$ cat src/verilog/tlic_defines.svh
// Register addresses, reset values, field positions and vectors of the interrupt controller
`ifndef TLIC_DEFINES_SVH
`define TLIC_DEFINES_SVH
`define TLIC_ADDR_ENABLE 8'hA8
`define TLIC_ADDR_LEVEL 8'hB8
`define TLIC_ADDR_AUX 8'hA9
`define TLIC_RST_ENABLE 8'h00
`define TLIC_RST_LEVEL 8'h00
`define TLIC_RST_AUX 8'hA0
`define TLIC_AUX_WMASK 8'h77
`define TLIC_LEVEL_WMASK 8'h7F
`define TLIC_BIT_GATE 7
`define TLIC_AUX_LVL_LSB 4
`define TLIC_NUM_SRC 11
`define TLIC_VEC_EXT0 16'h0003
`define TLIC_VEC_T0 16'h000B
`define TLIC_VEC_EXT1 16'h0013
`define TLIC_VEC_T1 16'h001B
`define TLIC_VEC_UART 16'h0023
`define TLIC_VEC_T2 16'h002B
`define TLIC_VEC_CONV 16'h0033
`define TLIC_VEC_SBUS 16'h003B
`define TLIC_VEC_PSM 16'h0043
`define TLIC_VEC_TIC 16'h0053
`define TLIC_VEC_WDT 16'h005B
`endif

$ cat src/verilog/tlic_pkg.sv
// Types shared by the interrupt controller files
package tlic_pkg;
  // Source index in polling order, 0 polled first
  typedef enum logic [3:0] {
    SRC_PSM, SRC_WDT, SRC_EXT0, SRC_CONV, SRC_T0, SRC_EXT1,
    SRC_T1, SRC_SBUS, SRC_UART, SRC_T2, SRC_TIC
  } tlic_src_t;
  // Register bus access from the core
  typedef struct packed {
    logic wr;
    logic [7:0] addr;
    logic [7:0] wdata;
  } tlic_sfr_req_t;
  // Result of the priority search
  typedef struct packed {
    logic found;
    logic [3:0] idx;
  } tlic_pick_t;
  // Controller state
  typedef enum {ST_IDLE, ST_WAIT_ACK} tlic_phase_t;
endpackage

$ cat src/verilog/tlic_picker.sv
// Fixed-order search for the first pending request in a mask
`timescale 1ns/1ps
`default_nettype none
module tlic_picker #(
  parameter int N = 11
) (
  input wire logic [N-1:0] req,
  output tlic_pkg::tlic_pick_t pick
);
  // Refuse widths that a four-bit index cannot name
  if (N < 1 || N > 16) begin : g_bad_width
    $error("tlic_picker: N out of range");
  end
  // Lowest index wins, so bit 0 is polled first
  always_comb begin
    pick = '0;
    for (int i = N - 1; i >= 0; i--) begin
      if (req[i]) begin
        pick.found = 1'b1;
        pick.idx = 4'(i);
      end
    end
  end
endmodule
`default_nettype wire

$ cat src/verilog/tlic_vector_rom.sv
// Vector address lookup per source
`timescale 1ns/1ps
`default_nettype none
`include "tlic_defines.svh"
module tlic_vector_rom (
  input wire logic [3:0] idx,
  output logic [15:0] vector
);
  // Table in polling order
  always_comb begin
    case (idx)
      4'h0: vector = `TLIC_VEC_PSM;
      4'h1: vector = `TLIC_VEC_WDT;
      4'h2: vector = `TLIC_VEC_EXT0;
      4'h3: vector = `TLIC_VEC_CONV;
      4'h4: vector = `TLIC_VEC_T0;
      4'h5: vector = `TLIC_VEC_EXT1;
      4'h6: vector = `TLIC_VEC_T1;
      4'h7: vector = `TLIC_VEC_SBUS;
      4'h8: vector = `TLIC_VEC_UART;
      4'h9: vector = `TLIC_VEC_T2;
      4'hA: vector = `TLIC_VEC_TIC;
      default: vector = 16'h0000;
    endcase
  end
endmodule
`default_nettype wire

$ cat src/verilog/tlic_top.sv
// Two-level prioritised interrupt controller with its enable and level registers
`timescale 1ns/1ps
`default_nettype none
`include "tlic_defines.svh"
module tlic_top (
  input wire logic clk,
  input wire logic rst_b,
  input wire logic sfr_wr,
  input wire logic [7:0] sfr_addr,
  input wire logic [7:0] sfr_wdata,
  input wire logic bit_wr,
  input wire logic [7:0] bit_addr,
  input wire logic [2:0] bit_sel,
  input wire logic bit_value,
  output logic [7:0] sfr_rdata,
  input wire logic supply_monitor_irq,
  input wire logic watchdog_irq,
  input wire logic ext0_irq,
  input wire logic converter_irq,
  input wire logic timer0_overflow,
  input wire logic ext1_irq,
  input wire logic timer1_overflow,
  input wire logic spi_irq_flag,
  input wire logic i2c_irq_flag,
  input wire logic uart_receive_done,
  input wire logic uart_transmit_done,
  input wire logic timer2_overflow,
  input wire logic timer2_external_flag,
  input wire logic interval_counter_irq,
  input wire logic irq_ack,
  input wire logic irq_return,
  output logic irq_request,
  output logic [15:0] irq_vector,
  output logic [3:0] irq_source,
  output logic [1:0] level_in_service
);
  // Number of sources, shared vectors counted once
  localparam int NSRC = `TLIC_NUM_SRC;
  // The picker and the source index are four bits wide
  if (NSRC > 16) begin : g_bad_count
    $error("tlic_top: too many sources");
  end

  // All state of the controller
  typedef struct packed {
    // Software-visible registers
    logic [7:0] irq_enable_mask; // Gate and seven enables
    logic [7:0] irq_level_select; // Seven level bits, bit 7 kept zero
    logic [7:0] aux_irq_enable_level; // Three levels, three enables
    // Levels now in service
    logic hi_active; // A high routine runs
    logic lo_active; // A low routine runs, maybe interrupted
    // Offer to the core
    logic req; // Offer stands
    logic [15:0] vector; // Vector of the offered source
    logic [3:0] source; // Index of the offered source
    logic taken_high; // Offered source is high level
  } tlic_state_t;

  // Registered state and its next value
  tlic_state_t state; // Current registers and offer
  tlic_state_t next_state; // Value taken at the next edge
  // Byte write request bundled for the decoder
  tlic_pkg::tlic_sfr_req_t sfr_req; // Strobe, address and data together
  // Per-source vectors, indexed in polling order
  logic [NSRC-1:0] pending; // Raw request lines, shared vectors merged
  logic [NSRC-1:0] enable_vec; // Individual enable per source
  logic [NSRC-1:0] level_vec; // One means high level
  // Requests that may be offered now, split by level
  logic [NSRC-1:0] hi_cand; // High level, not blocked
  logic [NSRC-1:0] lo_cand; // Low level, not blocked
  // Search results of the two pickers
  tlic_pkg::tlic_pick_t hi_pick; // First high candidate
  tlic_pkg::tlic_pick_t lo_pick; // First low candidate
  // Overall winner of this cycle
  logic [3:0] win_idx; // Source index of the winner
  logic win_high; // Winner is of high level
  logic win_found; // Any winner at all
  logic [15:0] win_vector; // Vector of the winner
  // Master gate from the enable register
  logic global_irq_gate; // Clear blocks every source

  // Bundle the byte write for the decoder
  assign sfr_req = '{wr: sfr_wr, addr: sfr_addr, wdata: sfr_wdata};

  // Set one bit of a byte, used by single-bit writes
  function automatic logic [7:0] put_bit(input logic [7:0] v, input logic [2:0] sel, input logic b);
    logic [7:0] r;
    r = v;
    r[sel] = b;
    return r;
  endfunction

  // Stored form of a level value: the reserved top bit stays zero
  function automatic logic [7:0] level_store(input logic [7:0] v);
    return v & `TLIC_LEVEL_WMASK;
  endfunction

  // Request lines in polling order; shared vectors OR their flags
  always_comb begin
    // Flags are levels, cleared by their owners
    pending = '0;
    pending[tlic_pkg::SRC_PSM] = supply_monitor_irq;
    pending[tlic_pkg::SRC_WDT] = watchdog_irq;
    pending[tlic_pkg::SRC_EXT0] = ext0_irq;
    pending[tlic_pkg::SRC_CONV] = converter_irq;
    pending[tlic_pkg::SRC_T0] = timer0_overflow;
    pending[tlic_pkg::SRC_EXT1] = ext1_irq;
    pending[tlic_pkg::SRC_T1] = timer1_overflow;
    // Shared vectors: the routine tells the flags apart
    pending[tlic_pkg::SRC_SBUS] = spi_irq_flag | i2c_irq_flag;
    pending[tlic_pkg::SRC_UART] = uart_receive_done | uart_transmit_done;
    pending[tlic_pkg::SRC_T2] = timer2_overflow | timer2_external_flag;
    pending[tlic_pkg::SRC_TIC] = interval_counter_irq;
  end

  // Per-source enable and level, each from its own register bit except for the watchdog
  always_comb begin
    enable_vec = '0;
    level_vec = '0;
    // Watchdog has no enable or level bit: always enabled, kept high
    enable_vec[tlic_pkg::SRC_WDT] = 1'b1;
    level_vec[tlic_pkg::SRC_WDT] = 1'b1;
    // Main enable register, bits 0 to 6
    enable_vec[tlic_pkg::SRC_EXT0] = state.irq_enable_mask[0];
    enable_vec[tlic_pkg::SRC_T0] = state.irq_enable_mask[1];
    enable_vec[tlic_pkg::SRC_EXT1] = state.irq_enable_mask[2];
    enable_vec[tlic_pkg::SRC_T1] = state.irq_enable_mask[3];
    enable_vec[tlic_pkg::SRC_UART] = state.irq_enable_mask[4];
    enable_vec[tlic_pkg::SRC_T2] = state.irq_enable_mask[5];
    enable_vec[tlic_pkg::SRC_CONV] = state.irq_enable_mask[6];
    // Aux register, bits 0 to 2
    enable_vec[tlic_pkg::SRC_SBUS] = state.aux_irq_enable_level[0];
    enable_vec[tlic_pkg::SRC_PSM] = state.aux_irq_enable_level[1];
    enable_vec[tlic_pkg::SRC_TIC] = state.aux_irq_enable_level[2];
    // Level register, bits 0 to 6
    level_vec[tlic_pkg::SRC_EXT0] = state.irq_level_select[0];
    level_vec[tlic_pkg::SRC_T0] = state.irq_level_select[1];
    level_vec[tlic_pkg::SRC_EXT1] = state.irq_level_select[2];
    level_vec[tlic_pkg::SRC_T1] = state.irq_level_select[3];
    level_vec[tlic_pkg::SRC_UART] = state.irq_level_select[4];
    level_vec[tlic_pkg::SRC_T2] = state.irq_level_select[5];
    level_vec[tlic_pkg::SRC_CONV] = state.irq_level_select[6];
    // Aux register, bits 4 to 6
    level_vec[tlic_pkg::SRC_SBUS] = state.aux_irq_enable_level[`TLIC_AUX_LVL_LSB];
    level_vec[tlic_pkg::SRC_PSM] = state.aux_irq_enable_level[`TLIC_AUX_LVL_LSB + 1];
    level_vec[tlic_pkg::SRC_TIC] = state.aux_irq_enable_level[`TLIC_AUX_LVL_LSB + 2];
  end

  // Bit 7 of the enable register gates every source
  assign global_irq_gate = state.irq_enable_mask[`TLIC_BIT_GATE];

  // Candidates per level; the gate blocks everything when clear
  always_comb begin
    hi_cand = '0;
    lo_cand = '0;
    if (global_irq_gate) begin
      // High may run unless a high routine is active
      if (!state.hi_active) begin
        hi_cand = pending & enable_vec & level_vec;
      end
      // Low only when no routine of either level is active
      // A held-off request waits here until a return
      if (!state.hi_active && !state.lo_active) begin
        lo_cand = pending & enable_vec & ~level_vec;
      end
    end
  end

  // Polling order search among high candidates
  tlic_picker #(.N(NSRC)) u_hi_pick (
    .req(hi_cand),
    .pick(hi_pick)
  );

  // Same search among low candidates
  tlic_picker #(.N(NSRC)) u_lo_pick (
    .req(lo_cand),
    .pick(lo_pick)
  );

  // High level beats low in the same cycle
  always_comb begin
    win_found = hi_pick.found | lo_pick.found;
    win_high = hi_pick.found;
    // Low index used only when no high one is found
    win_idx = hi_pick.found ? hi_pick.idx : lo_pick.idx;
  end

  // Vector of the winner, latched with the offer
  tlic_vector_rom u_vec (
    .idx(win_idx),
    .vector(win_vector)
  );

  // Next-state logic: register writes, request offer, service tracking
  always_comb begin
    next_state = state;
    // Byte writes; aux not reachable by single-bit writes
    // Byte write and bit write in one cycle: the byte write wins
    if (sfr_req.wr) begin
      case (sfr_req.addr)
        `TLIC_ADDR_ENABLE: next_state.irq_enable_mask = sfr_req.wdata;
        `TLIC_ADDR_LEVEL: next_state.irq_level_select = level_store(sfr_req.wdata);
        // Bit 3 and reserved bits are not stored; bit 7 reads back as one
        `TLIC_ADDR_AUX: next_state.aux_irq_enable_level =
          (sfr_req.wdata & `TLIC_AUX_WMASK) | (`TLIC_RST_AUX & ~`TLIC_AUX_WMASK);
        default: next_state = next_state;
      endcase
    end else if (bit_wr) begin
      // Bit writes reach only the enable and level registers
      case (bit_addr)
        `TLIC_ADDR_ENABLE: next_state.irq_enable_mask = put_bit(state.irq_enable_mask, bit_sel, bit_value);
        `TLIC_ADDR_LEVEL: next_state.irq_level_select =
          level_store(put_bit(state.irq_level_select, bit_sel, bit_value));
        default: next_state = next_state;
      endcase
    end
    // Return frees the highest active level first
    if (irq_return) begin
      if (state.hi_active) begin
        // Nested case: the high routine ends first
        next_state.hi_active = 1'b0;
      end else begin
        // Only a low routine was running
        next_state.lo_active = 1'b0;
      end
    end
    // Acceptance marks the level in service and drops the offer
    if (irq_ack && state.req) begin
      // Level recorded is the one offered, not recomputed
      if (state.taken_high) begin
        next_state.hi_active = 1'b1;
      end else begin
        next_state.lo_active = 1'b1;
      end
      // Offer ends; the core has pushed its counter
      next_state.req = 1'b0;
    end else begin
      // Offer follows the current winner, so a later high one replaces it
      next_state.req = win_found;
      // Vector is held when nothing wins
      if (win_found) begin
        next_state.vector = win_vector;
        next_state.source = win_idx;
        next_state.taken_high = win_high;
      end
    end
  end

  // State register
  always_ff @(posedge clk or negedge rst_b) begin
    if (!rst_b) begin
      // Registers to their power-on values
      state.irq_enable_mask <= `TLIC_RST_ENABLE;
      state.irq_level_select <= `TLIC_RST_LEVEL;
      state.aux_irq_enable_level <= `TLIC_RST_AUX;
      // No level in service and no offer
      state.hi_active <= 1'b0;
      state.lo_active <= 1'b0;
      state.req <= 1'b0;
      state.vector <= 16'h0000;
      state.source <= 4'h0;
      state.taken_high <= 1'b0;
    end else begin
      // One copy of the whole state per edge
      state <= next_state;
    end
  end

  // Read mux; unmapped addresses read zero
  // Reads need no strobe and have no side effect
  always_comb begin
    case (sfr_addr)
      `TLIC_ADDR_ENABLE: sfr_rdata = state.irq_enable_mask;
      `TLIC_ADDR_LEVEL: sfr_rdata = state.irq_level_select;
      `TLIC_ADDR_AUX: sfr_rdata = state.aux_irq_enable_level;
      // A stray read is harmless
      default: sfr_rdata = 8'h00;
    endcase
  end

  // Outputs straight from the state flip-flops
  assign irq_request = state.req;
  assign irq_vector = state.vector;
  assign irq_source = state.source;
  assign level_in_service = {state.hi_active, state.lo_active};
endmodule
`default_nettype wire

$ cat config.mk
export PLATFORM = sky130hd
export DESIGN_NAME = tlic_top
export DESIGN_NICKNAME = d
export VERILOG_FILES = /design/src/verilog/tlic_pkg.sv /design/src/verilog/tlic_picker.sv /design/src/verilog/tlic_vector_rom.sv /design/src/verilog/tlic_top.sv
export VERILOG_INCLUDE_DIRS = /design/src /design/src/verilog
export SDC_FILE = /design/constraint.sdc
export NUM_CORES = 1
export LEC_CHECK = 0
export ABC_AREA = 1
export BUFFER_PORTS_ARGS = -buffer_cell sky130_fd_sc_hd__clkbuf_2
export CAP_MARGIN = 20
export CELL_PAD_IN_SITES_DETAIL_PLACEMENT = 0
export CELL_PAD_IN_SITES_GLOBAL_PLACEMENT = 1
export CORE_AREA = 2 2 94 96
export CTS_CLUSTER_DIAMETER = 200
export DETAILED_ROUTE_END_ITERATION = 10
export DIE_AREA = 0 0 96 98
export GPL_ROUTABILITY_DRIVEN = 1
export GPL_TIMING_DRIVEN = 0
export PLACE_DENSITY_LB_ADDON = 0.25
export SLEW_MARGIN = 0
export SYNTH_ARGS = -nofsm -noshare
export SYNTH_HDL_FRONTEND = slang
export SYNTH_HIERARCHICAL = 1
export SYNTH_SLANG_ARGS = --single-unit
$ cat constraint.sdc
create_clock -name clk -period 7.9 [get_ports clk]
set_clock_uncertainty 0.2 [all_clocks]
set_input_delay 1.975 -clock clk [delete_from_list [all_inputs] [get_ports clk]]
set_output_delay 1.975 -clock clk [all_outputs]
set_load 0.02 [all_outputs]
== Word-level counts from Yosys, hierarchy flattened ==
Memory sizes are Yosys's and may differ from the RTL's.
Cells that the tools add are included.
W data, S select, Z words.

* Register bits: 48
* Memory bits (read-only): 96
* Bits of input ports: 48
* Word-level logic and storage cells: 86
* Memories: 1

{| class="wikitable"
|+ Memories
! memory !! depth !! width !! read ports !! clocked after memory_dff !! wr ports !! RTL line !! source
|-
| (name not given) || 16 || 6 || 1 || 0 || 0 || tlic_vector_rom.sv:11 || <nowiki>case (idx)</nowiki>
|}

* Order comparisons: 2
* Eq/ne operators: 7
* Mux-type cells: 48
* Bitwise logic cells: 8
* Reductions and logical operators: 11

{| class="wikitable"
|+ Operator list
! cell !! count
|-
| $mux W5 || 22
|-
| $mux W48 || 2
|-
| $mux W11 || 4
|-
| $mux W21 || 2
|-
| $eq A8 B8 Y1 const B || 5
|-
| $mux W8 || 5
|-
| $and A11 B11 Y11 || 3
|-
| $pmux W8 S3 || 1
|-
| $bwmux W8 || 2
|-
| $not A11 Y11 || 1
|-
| $mux W1 || 6
|-
| $reduce_and A3 Y1 || 2
|-
| $reduce_bool A2 Y1 || 3
|-
| $lt A3 B4 Y1 const B || 1
|-
| $mux W2 || 2
|-
| $mux W4 || 1
|-
| $ne A2 B1 Y1 const B || 2
|-
| $or A1 B1 Y1 || 4
|-
| $demux W1 S3 || 1
|-
| $ge A3 B1 Y1 const B || 1
|-
| $logic_and A1 B1 Y1 || 3
|-
| $logic_not A1 Y1 || 2
|-
| $reduce_and A2 Y1 || 1
|}

== Longest topological paths before layout ==
An unclocked memory read counts as a cell.

* Depth after elaboration: 20
* Mapped depth: 23
* Gate-level depth less buffers: 22

== Modules after synthesis ==
The synthesis kept the hierarchy.

{| class="wikitable"
|+ By module, submodules not included
! module !! instances !! cells an instance !! area each (um2)
|-
| tlic_top || 1 || 392 || 2930.3
|-
| tlic_picker || 2 || 30 || 147.6
|-
| tlic_vector_rom || 1 || 33 || 185.2
|}

== Least setup slack after synthesis ==
OpenSTA, ideal clock, no wires.

* Kind: input to output
* Start point: input port sfr_addr[6]
* End point: output port sfr_rdata[7]
* Data arrival time: 2.922 ns
* Setup slack: 2.803 ns
* Cell stages on the path: 5
* Buffers on the path: 0
* Cells stage by stage: inv_2 > nand2_2 > nor2_8 > nand2_1 > o21ai_0

* Cells in the longest elaborated chain, start to end: 2
* Elaborated cells on any way between the ends: 4
* Classes of those cells: eq/ne: 3; mux: 1

{| class="wikitable"
|+ Ends and longest elaborated chain
! what !! RTL line !! source
|-
| start: declaration || tlic_top.sv:9 || <nowiki>input wire logic [7:0] sfr_addr,</nowiki>
|-
| $eq A8 B8 Y1 || tlic_top.sv:274 || <nowiki>case (sfr_addr)</nowiki>
|-
| $pmux W8 S3 * || tlic_top.sv:274 ||
|-
| end: declaration || tlic_top.sv:15 || <nowiki>output logic [7:0] sfr_rdata,</nowiki>
|}

Mark *: on every way between the ends. The rest lies on a longest branch, timed or not.

== Worst setup path after layout ==
* Start point: input port sfr_addr[6]
* End point: output port sfr_rdata[6]

The elaborated chain is that of the path after synthesis.

==> results.sh <==
export IMPL_fin_crit_ns=5.33
export IMPL_routed_wl_um=8190
export IMPL_leakage_uw=0.00223
export IMPL_synth_adder_area_share_pct=0
export IMPL_fill_cells=907
export IMPL_pin_count=79
export IMPL_hold_violations=0
export IMPL_grt_pass1_vias=3160
export IMPL_final_cell_area_um2=4080
export IMPL_core_um2=8470
export IMPL_hpwl_um=6630
export IMPL_critPathCaptureType="output port"
export IMPL_place_area_um2=4000
export IMPL_post_cts_repair_setup_buffers=0
export IMPL_ant_nets=0
export IMPL_grt_ovfl_total=0
export IMPL_hold_buffers=0
export IMPL_crit_arrival_ns=3.16
export IMPL_drive_gt1_share_pct=32.2
export IMPL_synth_compound_area_share_pct=9.17
export IMPL_crit_fanout=10
export IMPL_mostFrequentLayoutCells="159 x nand2_1, 77 x clkbuf_2, 63 x inv_1"
export IMPL_via_count=3157
export IMPL_regArea_um2=1150
export IMPL_hp_class="reg -> reg"
export IMPL_clock_power_share_pct=21.7
export IMPL_slowest_stage="o221ai_1"
export IMPL_slowest_delay_ns=0.30
export IMPL_synthMuxAreaShare_pct=0
export IMPL_std_cell_rows=34
export IMPL_intPower_uw=427
export IMPL_avgSynthCellArea_um2=7.03
export IMPL_crit_type="in -> out"
export IMPL_antenna_found_initial=0
export IMPL_cts_made_buffers=5
export IMPL_synth_xor_area_share_pct=0
export IMPL_ys_flop_type="dfrtp_1"
export IMPL_clock_sinks=46
export IMPL_synth_top_family_by_area="simple AND/OR/NAND/NOR gates"
export IMPL_slew_violations=0
export IMPL_fin_setup_tns_ns=0
export IMPL_fin_cells=689
export IMPL_rsz0062_at_grt="false"
export IMPL_dp_cells=681
export IMPL_drc=0
export IMPL_via_per_inst=4.58
export IMPL_layout_nets=628
export IMPL_cts_resized=0
export IMPL_fin_crit_sh_pct=67.5
export IMPL_seq_area_frac_synth_pct=33.8
export IMPL_power_density_nw_per_um2=164
export IMPL_syn_area_um2=3410
export IMPL_die_y_um=98
export IMPL_place_gp_congestion=0.825
export IMPL_async_flop_share_pct=100
export IMPL_path_clk_slew_ns=0.08
export IMPL_ys_seq_elements=46
export IMPL_slew_limit_headroom_pct=50.7
export IMPL_layout_cells_most_common="nand2_1"
export IMPL_grtUsageTotal_pct=18.9
export IMPL_n_antenna_cell=0
export IMPL_cts_tree="built"
export IMPL_cap_violations=0
export IMPL_hold_slack_ns=0.261
export IMPL_clkLatencyLatePin_ns=0.30
export IMPL_grt_pass1_wl_um=14300
export IMPL_drt_first_pass_iters=4
export IMPL_syn_to_final_growth_pct=19.7
export IMPL_power_switching_uw=244
export IMPL_synth_simple_gate_area_share_pct=38.4
export IMPL_cp_start_kind="input port"
export IMPL_cts_root_buf="clkbuf_8"
export IMPL_syn_inst=485
export IMPL_switching_share_pct=36.4
export IMPL_vdd_ir_drop_max_mv=0.0802
export IMPL_worst_pin_slew_ns=0.740
export IMPL_required_ns=5.73
export IMPL_p_comb_share_pct=36.4
export IMPL_fmax_mhz=188
export IMPL_clockBufferDepth=2
export IMPL_die_area_um2=9410
export IMPL_synth_distinct_cells=38
export IMPL_setup_viol_count_final=0
export IMPL_seq_power_share_pct=41.9
export IMPL_die_width_um=96
export IMPL_portBuffers=77
export IMPL_yosys_warnings=6
export IMPL_drt_wirelength_per_cell_um=11.9
export IMPL_cts_htree_levels=2
export IMPL_start_util_pct=40.3
export IMPL_first_iter_violations=129
export IMPL_multi_input_area_um2=1670
export IMPL_grt_max_degree=27
export IMPL_outcome="finished clean"
export IMPL_path_cells="clkbuf_2, inv_2, nand2_2, nor2_8, nand2_1, o221ai_1, clkbuf_2"
export IMPL_crit_path_frequent_cell="clkbuf_2"
export IMPL_synth_edf_count=0
synthesized netlist by cell type, drive strengths merged, types with 3 or more instances:
cell type / count / area share, %
nor2: 24 / 3.9
a21oi: 3 / 0.44
inv: 74 / 8.3
a31oi: 8 / 1.8
nand2: 173 / 20
buf: 43 / 9.9
a21boi: 6 / 1.3
nor3: 31 / 5.6
dfrtp: 44 / 32
o221ai: 6 / 1.5
o21ai: 16 / 3.4
or2: 9 / 1.7
nand3: 38 / 6.5
layout make-up:
| class | instances | share of cell area [%] |
|---|---|---|
| inverters | 75 | 7.02 |
| multi-input cells | 331 | 40.9 |
| plain buffers | 43 | 8.31 |
| clock buffers | 6 | 1.78 |
| flip-flops and latches | 46 | 28.3 |
| clock inverters | 2 | 0.337 |
| repair buffers | 78 | 10.1 |
| well taps | 108 | 3.31 |
metal layers:
layer,part of all wire (%),track usage (%),up-vias
met5,0,0,-
met4,1.2,3.41,0
met3,4.3,2.70,9
met2,47,30.9,58
met1,48,26.9,1427
li1,-,-,1663
power by group through the flow:
stage	clock network [uW]	logic [uW]	registers, uW
2_1_floorplan	0	179	282
3_3_place_gp	0	241	285
3_5_place_dp	0	245	286
4_1_cts	153	246	281
5_1_grt	158	276	286
6_report	146	244	281
stage by stage:
stage | util [%] | setup WS [ns] | total power [uW]
final | 48.2 | 2.57 | 671
after global routing | 48.2 | 2.45 | 720
after CTS | 48.2 | 2.55 | 681
after detailed placement | 47.2 | 2.54 | 531
after global placement | 46.9 | 2.54 | 526
after floorplan | - | 2.80 | 461
registers in the layout, indices dropped and copies added, names as in the netlist:
name	cells
irq_request	1
irq_source	4
state	2
global_irq_gate	1
level_vec	10
level_in_service	2
enable_vec	10
irq_vector	16
critical path: cells and delay by family:
family,cells,cell delay [ns]
AO/OA/AOI/OAI,1,0.30
buffers and inverters,3,0.35
AND/OR/NAND/NOR,3,0.54
final timing paths:
kind,from,cells past startpoint,slack (ns),endpoint
max in group asynchronous,rst_b,2,5.34,level_vec[0]
worst max-delay path,sfr_addr[6],7,2.57,sfr_rdata[6]
min in group asynchronous,rst_b,1,1.52,irq_vector[4]
worst min-delay path,state[31],2,0.26,state[31]
worst max register to register,global_irq_gate,22,5.01,irq_vector[1]
worst min register to register,state[31],2,0.26,state[31]
kinds of logic after synthesis:
group,count (synthesis)
AOI/OAI and AO/OA,42
buffers and inverters,118
DFF,46
other,2
and+or+nand+nor,277
No activity file was read; power rests on OpenSTA's default activity.
